[src/hdl/lfc_pkg.sv]
// Constants shared by the line format control block
package lfc_pkg;
  // Register byte offsets
  localparam logic [7:0] OFF_LFC    = 8'h00;
  localparam logic [7:0] OFF_DIV    = 8'h04;
  localparam logic [7:0] OFF_TXD    = 8'h08;
  localparam logic [7:0] OFF_RXD    = 8'h0C;
  localparam logic [7:0] OFF_STAT   = 8'h10;
  localparam logic [7:0] OFF_MASK   = 8'h14;
  localparam logic [7:0] OFF_BUSY   = 8'h18;
  // Line format field positions
  localparam int B_DLAB  = 7;
  localparam int B_BRK   = 6;
  localparam int B_FORCE = 5;
  localparam int B_EVEN  = 4;
  localparam int B_PEN   = 3;
  localparam int B_STOP  = 2;
  localparam int B_LEN_H = 1;
  // Reset values
  localparam logic [7:0]  LFC_RST  = 8'h00;
  localparam logic [15:0] DIV_RST  = 16'h0001;
  localparam logic [3:0]  MASK_RST = 4'h0;
  // Event bits in status and mask
  localparam int EV_RXRDY = 0;
  localparam int EV_TXDONE = 1;
  localparam int EV_PERR = 2;
  localparam int EV_FERR = 3;
  localparam int EV_N = 4;
  // Oversampling timing, in 16x ticks
  localparam logic [5:0] TK_BIT   = 6'h10;
  localparam logic [5:0] TK_HALF  = 6'h08;
  localparam logic [5:0] TK_ST1P5 = 6'h18;
  localparam logic [5:0] TK_ST2   = 6'h20;
  localparam logic [3:0] LEN_MIN  = 4'h5;
  // Bus responses
  localparam logic [1:0] RESP_OKAY   = 2'h0;
  localparam logic [1:0] RESP_SLVERR = 2'h2;
  // Serial engine states
  typedef enum logic [2:0] {S_IDLE, S_START, S_DATA, S_PAR, S_STOP} ser_state_t;
endpackage

[src/hdl/uart_line_format_control.sv]
// UART channel with line format control behind an AXI4-Lite slave
//
// The AXI4-Lite slave port and the register offsets were decided locally.
`timescale 1ns/1ns
module uart_line_format_control #(
  parameter int DIV_W = 16
) (
  // Clock and reset
  input  wire logic        ref_clk,
  input  wire logic        rst,
  // AXI4-Lite write address and data
  input  wire logic [7:0]  s_axi_awaddr,
  input  wire logic        s_axi_awvalid,
  output logic             s_axi_awready,
  input  wire logic [31:0] s_axi_wdata,
  input  wire logic [3:0]  s_axi_wstrb,
  input  wire logic        s_axi_wvalid,
  output logic             s_axi_wready,
  // AXI4-Lite write response
  output logic [1:0]       s_axi_bresp,
  output logic             s_axi_bvalid,
  input  wire logic        s_axi_bready,
  // AXI4-Lite read
  input  wire logic [7:0]  s_axi_araddr,
  input  wire logic        s_axi_arvalid,
  output logic             s_axi_arready,
  output logic [31:0]      s_axi_rdata,
  output logic [1:0]       s_axi_rresp,
  output logic             s_axi_rvalid,
  input  wire logic        s_axi_rready,
  // Serial line
  output logic             txd,
  input  wire logic        rxd,
  // Interrupt
  output logic             irq
);
  import lfc_pkg::*;

  // Refuse divisor widths the register map cannot hold
  if (DIV_W < 2 || DIV_W > 16) begin : g_bad_div_w
    $error("uart_line_format_control: DIV_W out of range");
  end

  logic [7:0]       line_format_control_r;
  logic [DIV_W-1:0] div_r;
  logic [EV_N-1:0]  stat_r, mask_r, ev_set;
  logic [7:0]       rx_data_r;
  logic             wr_go, rd_go, stat_rd;
  logic             tick;
  logic             dlab, brk, pforce, peven, pen, stop2;
  logic [3:0]       len;
  ser_state_t       tx_st;

  // Decoded line format fields
  assign dlab   = line_format_control_r[B_DLAB];
  assign brk    = line_format_control_r[B_BRK];
  assign pforce = line_format_control_r[B_FORCE];
  assign peven  = line_format_control_r[B_EVEN];
  assign pen    = line_format_control_r[B_PEN];
  assign stop2  = line_format_control_r[B_STOP];
  assign len    = LEN_MIN + {2'b00, line_format_control_r[B_LEN_H:0]};

  // Parity bit for a character, odd, even or forced
  function automatic logic par_of(input logic [7:0] d, input logic [3:0] n);
    logic [7:0] m;
    m = d & (8'hFF >> (4'h8 - n));
    if (pforce) par_of = ~peven;
    else        par_of = (^m) ^ ~peven;
  endfunction

  // Stop length in ticks
  function automatic logic [5:0] stop_ticks();
    if (!stop2)              stop_ticks = TK_BIT;
    else if (len == LEN_MIN) stop_ticks = TK_ST1P5;
    else                     stop_ticks = TK_ST2;
  endfunction

  baud_tick #(.DIV_W(DIV_W)) u_tick (
    .ref_clk (ref_clk),
    .rst     (rst),
    .divisor (div_r),
    .tick    (tick)
  );

  // Bus slave handshakes and decode
  logic wr_hit, rd_hit;
  assign wr_go = s_axi_awready & s_axi_awvalid & s_axi_wvalid;
  assign rd_go = s_axi_arready & s_axi_arvalid;

  // Write channels taken together once both are offered
  always_ff @(posedge ref_clk or posedge rst) begin
    if (rst) begin
      s_axi_awready <= 1'b0;
      s_axi_wready  <= 1'b0;
      s_axi_bvalid  <= 1'b0;
      s_axi_bresp   <= RESP_OKAY;
    end else begin
      s_axi_awready <= s_axi_awvalid & s_axi_wvalid & ~s_axi_awready & ~s_axi_bvalid;
      s_axi_wready  <= s_axi_awvalid & s_axi_wvalid & ~s_axi_awready & ~s_axi_bvalid;
      if (wr_go) begin
        s_axi_bvalid <= 1'b1;
        s_axi_bresp  <= wr_hit ? RESP_OKAY : RESP_SLVERR;
      end else if (s_axi_bready) begin
        s_axi_bvalid <= 1'b0;
      end
    end
  end

  // Write address decode, divisor only while latch is open
  always_comb begin
    case (s_axi_awaddr)
      OFF_LFC, OFF_TXD, OFF_MASK: wr_hit = 1'b1;
      OFF_DIV:                    wr_hit = dlab;
      default:                    wr_hit = 1'b0;
    endcase
  end

  // Line format register
  always_ff @(posedge ref_clk or posedge rst) begin
    if (rst) begin
      line_format_control_r <= LFC_RST;
    end else if (wr_go && s_axi_awaddr == OFF_LFC && s_axi_wstrb[0]) begin
      line_format_control_r <= s_axi_wdata[7:0];
    end
  end

  // Divisor latch, reachable only with the access bit set
  always_ff @(posedge ref_clk or posedge rst) begin
    if (rst) begin
      div_r <= DIV_W'(DIV_RST);
    end else if (wr_go && s_axi_awaddr == OFF_DIV && dlab) begin
      for (int i = 0; i < DIV_W; i++) begin
        if (s_axi_wstrb[i/8]) div_r[i] <= s_axi_wdata[i];
      end
    end
  end

  // Interrupt mask
  always_ff @(posedge ref_clk or posedge rst) begin
    if (rst) begin
      mask_r <= MASK_RST;
    end else if (wr_go && s_axi_awaddr == OFF_MASK && s_axi_wstrb[0]) begin
      mask_r <= s_axi_wdata[EV_N-1:0];
    end
  end

  // Read data mux
  logic [31:0] rd_val;
  always_comb begin
    rd_val = '0;
    rd_hit = 1'b1;
    case (s_axi_araddr)
      OFF_LFC:  rd_val[7:0] = line_format_control_r;
      OFF_DIV: begin
        rd_hit = dlab;
        if (dlab) rd_val[DIV_W-1:0] = div_r;
      end
      OFF_RXD:  rd_val[7:0] = rx_data_r;
      OFF_STAT: rd_val[EV_N-1:0] = stat_r;
      OFF_MASK: rd_val[EV_N-1:0] = mask_r;
      OFF_BUSY: rd_val[0] = tx_st != S_IDLE;
      default:  rd_hit = 1'b0;
    endcase
  end

  assign stat_rd = rd_go && s_axi_araddr == OFF_STAT;

  // Read channel, one beat at a time
  always_ff @(posedge ref_clk or posedge rst) begin
    if (rst) begin
      s_axi_arready <= 1'b0;
      s_axi_rvalid  <= 1'b0;
      s_axi_rdata   <= '0;
      s_axi_rresp   <= RESP_OKAY;
    end else begin
      s_axi_arready <= s_axi_arvalid & ~s_axi_arready & ~s_axi_rvalid;
      if (rd_go) begin
        s_axi_rvalid <= 1'b1;
        s_axi_rdata  <= rd_val;
        s_axi_rresp  <= rd_hit ? RESP_OKAY : RESP_SLVERR;
      end else if (s_axi_rready) begin
        s_axi_rvalid <= 1'b0;
      end
    end
  end

  // Sticky status, set wins over clear on read
  always_ff @(posedge ref_clk or posedge rst) begin
    if (rst) begin
      stat_r <= '0;
      irq    <= 1'b0;
    end else begin
      stat_r <= (stat_rd ? '0 : stat_r) | ev_set;
      irq    <= |(((stat_rd ? '0 : stat_r) | ev_set) & mask_r);
    end
  end

  // Transmitter state
  logic [7:0] tx_sh_r;
  logic [5:0] tx_tk_r;
  logic [3:0] tx_bit_r;
  logic       tx_line_r, tx_done;

  // Transmit sequencer on the 16x tick
  always_ff @(posedge ref_clk or posedge rst) begin
    if (rst) begin
      tx_st     <= S_IDLE;
      tx_sh_r   <= '0;
      tx_tk_r   <= '0;
      tx_bit_r  <= '0;
      tx_line_r <= 1'b1;
      tx_done   <= 1'b0;
    end else begin
      tx_done <= 1'b0;
      case (tx_st)
        S_IDLE: begin
          tx_line_r <= 1'b1;
          if (wr_go && s_axi_awaddr == OFF_TXD && s_axi_wstrb[0]) begin
            tx_sh_r   <= s_axi_wdata[7:0];
            tx_st     <= S_START;
            tx_tk_r   <= TK_BIT;
            tx_line_r <= 1'b0;
          end
        end
        S_START: if (tick) begin
          tx_tk_r <= tx_tk_r - 6'h01;
          if (tx_tk_r == 6'h01) begin
            tx_st     <= S_DATA;
            tx_tk_r   <= TK_BIT;
            tx_bit_r  <= 4'h1;
            tx_line_r <= tx_sh_r[0];
          end
        end
        S_DATA: if (tick) begin
          tx_tk_r <= tx_tk_r - 6'h01;
          if (tx_tk_r == 6'h01) begin
            tx_tk_r <= TK_BIT;
            if (tx_bit_r == len) begin
              tx_st     <= pen ? S_PAR : S_STOP;
              tx_line_r <= pen ? par_of(tx_sh_r, len) : 1'b1;
              if (!pen) tx_tk_r <= stop_ticks();
            end else begin
              tx_line_r <= tx_sh_r[tx_bit_r[2:0]];
              tx_bit_r  <= tx_bit_r + 4'h1;
            end
          end
        end
        S_PAR: if (tick) begin
          tx_tk_r <= tx_tk_r - 6'h01;
          if (tx_tk_r == 6'h01) begin
            tx_st     <= S_STOP;
            tx_tk_r   <= stop_ticks();
            tx_line_r <= 1'b1;
          end
        end
        S_STOP: if (tick) begin
          tx_tk_r <= tx_tk_r - 6'h01;
          if (tx_tk_r == 6'h01) begin
            tx_st   <= S_IDLE;
            tx_done <= 1'b1;
          end
        end
        default: tx_st <= S_IDLE;
      endcase
    end
  end

  // Line output, break overrides the sequencer
  always_ff @(posedge ref_clk or posedge rst) begin
    if (rst) txd <= 1'b1;
    else     txd <= brk ? 1'b0 : tx_line_r;
  end

  // Receiver state
  ser_state_t rx_st;
  logic [7:0] rx_sh_r;
  logic [5:0] rx_tk_r;
  logic [3:0] rx_bit_r;
  logic       rx_rdy, rx_perr, rx_ferr, rx_par_r;

  // Receive sequencer, samples at bit centres
  always_ff @(posedge ref_clk or posedge rst) begin
    if (rst) begin
      rx_st     <= S_IDLE;
      rx_sh_r   <= '0;
      rx_tk_r   <= '0;
      rx_bit_r  <= '0;
      rx_par_r  <= 1'b0;
      rx_data_r <= '0;
      rx_rdy    <= 1'b0;
      rx_perr   <= 1'b0;
      rx_ferr   <= 1'b0;
    end else begin
      rx_rdy  <= 1'b0;
      rx_perr <= 1'b0;
      rx_ferr <= 1'b0;
      if (tick) begin
        rx_tk_r <= rx_tk_r - 6'h01;
        case (rx_st)
          S_IDLE: if (!rxd) begin
            rx_st   <= S_START;
            rx_tk_r <= TK_HALF;
          end
          S_START: if (rx_tk_r == 6'h01) begin
            rx_st    <= rxd ? S_IDLE : S_DATA; // Glitch rejected
            rx_tk_r  <= TK_BIT;
            rx_bit_r <= 4'h0;
            rx_sh_r  <= '0;
          end
          S_DATA: if (rx_tk_r == 6'h01) begin
            rx_tk_r  <= TK_BIT;
            rx_sh_r[rx_bit_r[2:0]] <= rxd;
            rx_bit_r <= rx_bit_r + 4'h1;
            if (rx_bit_r + 4'h1 == len) rx_st <= pen ? S_PAR : S_STOP;
          end
          S_PAR: if (rx_tk_r == 6'h01) begin
            rx_tk_r  <= TK_BIT;
            rx_par_r <= rxd;
            rx_st    <= S_STOP;
          end
          S_STOP: if (rx_tk_r == 6'h01) begin
            rx_st     <= S_IDLE;
            rx_data_r <= rx_sh_r;
            rx_rdy    <= 1'b1;
            rx_ferr   <= ~rxd;
            rx_perr   <= pen && (rx_par_r != par_of(rx_sh_r, len));
          end
          default: rx_st <= S_IDLE;
        endcase
      end
    end
  end

  // Event collection for the status register
  always_comb begin
    ev_set            = '0;
    ev_set[EV_RXRDY]  = rx_rdy;
    ev_set[EV_TXDONE] = tx_done;
    ev_set[EV_PERR]   = rx_perr;
    ev_set[EV_FERR]   = rx_ferr;
  end
endmodule

[src/hdl/baud_tick.sv]
// Divider making the one-cycle 16x oversampling tick
`timescale 1ns/1ns
module baud_tick #(
  parameter int DIV_W = 16
) (
  // Clock and reset
  input  wire logic             ref_clk,
  input  wire logic             rst,
  // Divisor and tick
  input  wire logic [DIV_W-1:0] divisor,
  output logic                  tick
);
  logic [DIV_W-1:0] cnt_r;

  // Refuse a divider too narrow to count
  if (DIV_W < 2) begin : g_bad_div_w
    $error("baud_tick: DIV_W too small");
  end

  // Count down from divisor, a zero divisor acts as one
  always_ff @(posedge ref_clk or posedge rst) begin
    if (rst) begin
      cnt_r <= '0;
      tick  <= 1'b0;
    end else if (cnt_r <= DIV_W'(1)) begin
      cnt_r <= divisor;
      tick  <= 1'b1;
    end else begin
      cnt_r <= cnt_r - DIV_W'(1);
      tick  <= 1'b0;
    end
  end
endmodule

[config.mk]
export PLATFORM = sky130hd
export DESIGN_NAME = uart_line_format_control
export DESIGN_NICKNAME = d
export VERILOG_FILES = /design/src/hdl/lfc_pkg.sv /design/src/hdl/uart_line_format_control.sv /design/src/hdl/baud_tick.sv
export SDC_FILE = /design/constraint.sdc
export NUM_CORES = 1
export LEC_CHECK = 0
export BUFFER_PORTS_ARGS = -buffer_cell sky130_fd_sc_hd__buf_2
export CAP_MARGIN = 20
export CORE_MARGIN = 5
export CORE_UTILIZATION = 62
export CTS_CLUSTER_DIAMETER = 100
export DETAILED_ROUTE_END_ITERATION = 10
export PLACE_DENSITY = 0.89
export SYNTH_ARGS = -nofsm -noshare
export SYNTH_HDL_FRONTEND = slang
export SYNTH_SLANG_ARGS = --single-unit
[constraint.sdc]
create_clock -name ref_clk -period 7.7 [get_ports ref_clk]
set_input_delay 0.77 -clock ref_clk [delete_from_list [all_inputs] [get_ports ref_clk]]
set_output_delay 0.77 -clock ref_clk [all_outputs]
set_load 0.05 [all_outputs]
==> flow_summary.toml, run 1 <==
[logic_synthesis]
ys_seq_elements = 129
syn-cell-area_sq_mm = 0.006989
synth.avg_cell_area_sq_um = 9.844
netlist_instances = 710
synth_cell_types = 79
synth_edf_count = 0
synth-seq-area-share_pct = 46.24
async_reset_ff_share_pct = 100.0
synth_warnings = 0
synth_ff_type = "dfrtp_1"

[critical_path]
cp_data_arrival_time_ps = 3120
critPathKind = "reg2reg"
critPathRequiredTime_ps = 8030
r2r_slack_ps = 4910
rr_endpoint = "u_tick.cnt_r[13]"
crit_path_start_kind = "register"
end_kind = "register"
r2r_cells = 6
r2r_start = "u_tick.cnt_r[10]"
critPathMaxFanout = 29

[sta]
clock_skew_ps = 9.310
fmax_mhz = 358.6
relSlewSlack_pct = 27.97
layout_setup_ws_ps = 4911
fin_crit_sh_pct = 36.22
max_slew.worst_pin.slew_ps = 1077
setup_violations = 0
hold_viol_final = 0
post-route-min-period_ps = 2789
rsz0062_at_grt = "false"
slew_viol_final = 0
timing.hold.ws_ps = 454.1
finalSetupTns_ps = 0

[route]
drcViolationCount = 0
drt_pre_antenna_iters = 5
wire_per_inst_um = 19.49
via_per_inst = 6.362
drt_iter0_drc = 644
via_count = 5866
routed_wirelength_mm = 17.97
antenna_left = 0

[pwr]
p_sw_mw = 0.7348
clkPwrFrac_pct = 36.7
p_per_area_mw_per_mm2 = 287.9
p_leak_nw = 3.848
internal-power_mw = 1.548
vdd_drop_max_mv = 0.2670
combPwrFrac_pct = 21.7
totalPowerFinal_mw = 2.283
seqPwrFrac_pct = 41.6
p_sw_share_pct = 32.19

[floorplanning]
core_sq_mm = 0.01094
start_util_pct = 63.91
dieArea_sq_mm = 0.01350
die_x_um = 116.2
die_h_um = 116.2
io_pins = 103
num_rows = 38

[clocking]
clk_pin_slew_ps = 60
cts_max_path_buffers = 2
htreeDepth = 4
clock_latency_ps = 420
cts_resized = 0
cts_tree = "yes"
cts.hold.buffers_added = 0
post-cts-setup-buffer-count = 0
cts_buffers = 17
cts_root_buffer = "clkbuf_16"
clock_sinks = 129

[global_route]
overflow = 0
antenna_found_initial = 0
first_global_vias = 5816
grt_max_degree = 70
grt_pass1_wl_mm = 28.95
grt_use_total_pct = 27.78

[layout]
final_cells = 922
n_antenna_cell = 0
syn2layout_area_growth_pct = 13.43
fin_util_pct = 72.49
finalNetCount = 841
drive_gt1_share_pct = 18.67
design_area_sq_mm = 0.007928

[place]
dp_hpwl_mm = 12.23
placed_cells = 890
pre_cts_ws_ps = 4811
portBuffers = 66
gp_congestion = 0.9182
place_area_sq_mm = 0.007311

[outcome]
status = "finished clean"

[hold_path]
min_from = "s_axi_rvalid"
whs_endpoint = "s_axi_arready"
hold_class = "reg2reg"
holdPathStages = 1

[run]
drv_cap = 0
## worst max path at each step
stage / cells past startpoint / endpoint / from
global placement: 6 / s_axi_rdata[2] / s_axi_araddr[1]
detailed placement: 6 / s_axi_rdata[2] / s_axi_araddr[1]
finish: 6 / u_tick.cnt_r[13] / u_tick.cnt_r[10]
floorplan: 1 / div_r[10] / rst
global route: 6 / u_tick.cnt_r[13] / u_tick.cnt_r[10]
CTS: 6 / u_tick.cnt_r[13] / u_tick.cnt_r[10]
## synthesized netlist by cell type, types with 9 or more instances
library cell	number	share of area, %
nand3_1	28	2.0
mux2_1	16	2.6
mux2_2	22	3.5
dfrtp_1	126	45
clkbuf_1	19	1.0
buf_4	21	2.3
nor2_1	49	2.6
nand2b_1	9	0.81
o21ai_0	48	3.4
a21oi_1	30	2.1
nor3_1	13	0.93
inv_1	33	1.8
ha_1	12	2.1
xnor2_1	18	2.3
xor2_1	10	1.3
nand2_1	93	5.0
## registers in the layout (all words and copies together), names as in the netlist, 3 cells and up
register,flops
line_format_control_r,8
rx_tk_r,6
tx_bit_r,4
rx_sh_r,8
s_axi_rdata,16
tx_sh_r,8
rx_data_r,8
rx_st,3
u_tick.cnt_r,16
mask_r,4
tx_tk_r,6
stat_r,4
rx_bit_r,4
tx_st,3
div_r,16
## logic make-up (layout without fill, tap and decap cells)
kind of cell / after synthesis / count (layout) / synth area share, %
AND/OR/NAND/NOR: 256 / 256 / 19.08
AO/OA/AOI/OAI: 157 / 157 / 14.57
flip-flops: 129 / 129 / 46.24
buffers and inverters: 78 / 133 / 5.514
multiplexers: 45 / 45 / 7.590
XOR/XNOR: 32 / 32 / 4.798
adder cells (fa/ha/maj): 12 / 12 / 2.148
other: 1 / 18 / 0.05365
## critical path, stage by stage (launching register included)
cell and delay [ps]:
dfrtp_1 390, or3_1 480, nor3_1 330, nand3_1 820
inv_1 440, a22oi_1 150, o31ai_1 80
## power by group through the flow
| stage | sequential [mW] | combinational, mW | clock, mW |
|---|---|---|---|
| global placement | 0.933 | 0.447 | 0 |
| detailed placement | 0.947 | 0.476 | 0 |
| CTS | 0.944 | 0.493 | 0.841 |
| global route | 0.964 | 0.546 | 0.869 |
| finish | 0.950 | 0.496 | 0.837 |
| floorplan | 0.910 | 0.395 | 0 |
## placed cells by master, fill, tap and decap left out, types with 16 or more instances in the layout
cell and instances:
nand3_1 28, mux2_1 16, buf_2 66, o21ai_0 48, clkbuf_16 17, nand2_1 93
nor2_1 49, conb_1 18, inv_1 32, xnor2_1 18, mux2_2 22, a21oi_1 30
dfrtp_1 126
## per-layer routing
| layer | GRT usage, % | up-vias | routed length (um) |
|---|---|---|---|
| met5 | 0 | - | 0 |
| met4 | 12.06 | 0 | 567 |
| met3 | 6.166 | 65 | 1355 |
| met2 | 47.33 | 325 | 8998 |
| met1 | 34.18 | 2866 | 7048 |
| li1 | - | 2610 | - |
## layout make-up
| type | instances | area (sq um) |
|---|---|---|
| Clock buffer | 23 | 488.0 |
| Clock inverter | 9 | 128.9 |
| Fill cell | 698 | 3008 |
| Inverter | 34 | 130.1 |
| Multi-Input combinational cell | 520 | 3436 |
| Sequential cell | 129 | 3232 |
| Tap cell | 140 | 175.2 |
| Timing Repair Buffer | 67 | 337.8 |
(Power assumes the default switching activity.)
==> inputs of run 2 (changes only) <==
ABC_AREA = 1   (was unset)
CORE_UTILIZATION = 52   (was 62)
PLACE_DENSITY = 0.8   (was 0.89)
clock period = 2.4 ns   (was 7.7 ns; I/O delays follow)
==> flow_summary.toml, run 2 <==
[logic_synthesis]
yosys-top-cells-count = "nand2_1, dfrtp_1, inv_1"
synth.avg_cell_area_sq_um = 8.029
synth-seq-area-share_pct = 46.37
async_reset_ff_share_pct = 100.0
synth_warnings = 0
synth_area_leaders = "dfrtp_1, nand2_1, inv_1, o21ai_0, nor2_1"
synth.top_cell.area_share_pct = 45.24
syn-cell-area_sq_mm = 0.006969
synth_most_common_cell = "nand2_1"
synth_ff_type = "dfrtp_1"
synth_cell_types = 53
netlist_instances = 868
synth_edf_count = 0
yosys.area.top_type = "dfrtp_1"
ys_seq_elements = 129

[route]
via_per_inst = 5.237
routed_wirelength_mm = 16.34
drt_iter0_drc = 615
drt_pre_antenna_iters = 5
wire_per_inst_um = 14.41
antenna_left = 0
via_count = 5939
drcViolationCount = 0

[layout]
drive_gt1_share_pct = 16.70
layout_common_cells = "nand2_1, dfrtp_1, inv_1, o21ai_0, nor2_1"
syn2layout_area_growth_pct = 15.01
reg_top3 = "div_r: 16 flops, s_axi_rdata: 16 flops, u_tick.cnt_r: 16 flops"
final_common_cell = "nand2_1"
n_antenna_cell = 0
finalNetCount = 1018

[global_route]
grt_pass1_wl_mm = 27.37
overflow = 0
first_global_vias = 5674
antenna_found_initial = 0
grt_max_degree = 99
grt_use_total_pct = 21.21

[critical_path]
r2r_slack_ps = 420
cp-startpoint = "line_format_control_r[0]"
critPathRequiredTime_ps = 2700
crit_path_frequent_cell = "inv_1"
slowest_delay_ps = 370
cp_cell_sequence = "inv_1 -> ha_1 -> xnor2_1 -> nand3_2 -> inv_1 -> nor2_2 -> a221o_1 -> nand2_1 -> o21ai_1"
critPathKind = "reg2reg"
critPathBufInv = 2
crit_path_start_kind = "register"
critPathMaxFanout = 6
crit_slowest_cell = "dfrtp_1"
end_kind = "register"
cp_data_arrival_time_ps = 2280
r2r_start = "line_format_control_r[0]"
path_delay_family = "compound AO/OA/AOI/OAI gates"

[sta]
slew_viol_final = 0
fmax_mhz = 504.0
max_slew.worst_pin.slew_ps = 696.8
rsz0062_at_grt = "false"
hold_viol_final = 0
relSlewSlack_pct = 53.46
timing.hold.ws_ps = 18.25
fin_crit_sh_pct = 82.68
setup_violations = 0
finalSetupTns_ps = 0
post-route-min-period_ps = 1984
clock_skew_ps = 6.100
layout_setup_ws_ps = 415.7

[clocking]
clk_pin_slew_ps = 60
cts_resized = 0
cts_root_buffer = "clkbuf_16"
cts_tree = "yes"
cts_max_path_buffers = 2
clock_latency_ps = 410
clock_sinks = 129
htreeDepth = 4
cts.hold.buffers_added = 1
post-cts-setup-buffer-count = 0
cts_buffers = 17

[pwr]
seqPwrFrac_pct = 40.6
p_sw_mw = 2.269
combPwrFrac_pct = 23.4
totalPowerFinal_mw = 6.708
p_sw_share_pct = 33.82
p_per_area_mw_per_mm2 = 837.0
clkPwrFrac_pct = 36.1
internal-power_mw = 4.440
p_leak_nw = 4.046
vdd_drop_max_mv = 0.6568

[place]
portBuffers = 66
dp_hpwl_mm = 11.80
gp_congestion = 0.9480
pre_cts_ws_ps = 442.2

[floorplanning]
io_pins = 103
dieArea_sq_mm = 0.01582
start_util_pct = 52.84
num_rows = 42
die_h_um = 125.8
core_sq_mm = 0.01319
die_x_um = 125.8

[hold_path]
min_from = "s_axi_bready"
hold_class = "in2reg"

[run]
drv_cap = 0

[outcome]
status = "finished clean"
## run 2: cell count changes after synthesis, sizes merged, moves of 7 or more
cell	previous run	this run
clkbuf	20	8
a21oi	31	40
nand2b	9	0
mux2	38	8
or3	8	0
nor2	49	89
o22ai	4	12
nand3	28	36
o21ai	52	90
or4	7	0
inv	33	124
nand2	93	196
nor2b	8	0
## run 2: logic make-up (layout without fill, tap and decap cells)
family	count (synthesis)	after routing	synth area share (%)
flip-flops	129	129	46.37
other	1	18	0.05381
adder cells (fa/ha/maj)	12	12	2.154
multiplexers	8	8	1.293
buffers and inverters	159	232	9.802
AO/OA/AOI/OAI	176	176	14.72
XOR/XNOR	25	25	3.142
AND/OR/NAND/NOR	358	358	22.46
## run 2: final cells by class
cell class | instances | area, sq um
Clock buffer | 19 | 442.9
Clock inverter | 12 | 111.4
Fill cell | 1141 | 5175
Inverter | 126 | 478.0
Multi-Input combinational cell | 597 | 3118
Sequential cell | 129 | 3232
Tap cell | 176 | 220.2
Timing Repair Buffer | 75 | 412.9
## run 2: power groups by stage
stage / combinational [mW] / clock, mW / sequential [mW]
2_1_floorplan: 1.17 / 0 / 2.79
3_3_place_gp: 1.48 / 0 / 2.74
3_5_place_dp: 1.54 / 0 / 2.75
5_1_grt: 1.76 / 2.56 / 2.77
6_report: 1.57 / 2.42 / 2.72
4_1_cts: 1.56 / 2.46 / 2.72
## run 2: path summary, 6_finish.rpt
kind / endpoint / cells past startpoint
max in group asynchronous: rx_sh_r[3] / 4
max reg2reg: tx_st[0] / 9
min: s_axi_bvalid / 2
min reg2reg: s_axi_arready / 1
max: tx_st[0] / 9
min in group asynchronous: s_axi_bvalid / 4
## run 2: worst reg2reg max path, delay by kind of cell, from the launching register on
| family | cells | cell delay [ps] |
|---|---|---|
| AOI/OAI and AO/OA | 2 | 420 |
| DFF | 1 | 370 |
| and+or+nand+nor | 3 | 290 |
| buffers and inverters | 2 | 270 |
| adders and majority gates | 1 | 320 |
| xor gates and xnor gates | 1 | 200 |
## run 2: metal layers
| metal | part of all wire, % | vias to the layer above | global-route usage (%) | routed length (um) |
|---|---|---|---|---|
| met5 | 0 | - | 0 | 0 |
| met3 | 5.9 | 19 | 5.546 | 960 |
| met2 | 49 | 167 | 34.39 | 7938 |
| met4 | 1.1 | 0 | 5.994 | 185 |
| met1 | 44 | 2807 | 28.37 | 7256 |
| li1 | - | 2946 | - | - |
## run 2: per-stage QoR
| step | std cells | area (sq um) | utilization [%] |
|---|---|---|---|
| after floorplan | 885 | 7037 | - |
| after global placement | 1102 | 7451 | 56.49 |
| after detailed placement | 1102 | 7451 | 56.49 |
| after CTS | 1134 | 8015 | 60.77 |
| after global routing | 1134 | 8015 | 60.77 |
| final | 1134 | 8015 | 60.77 |
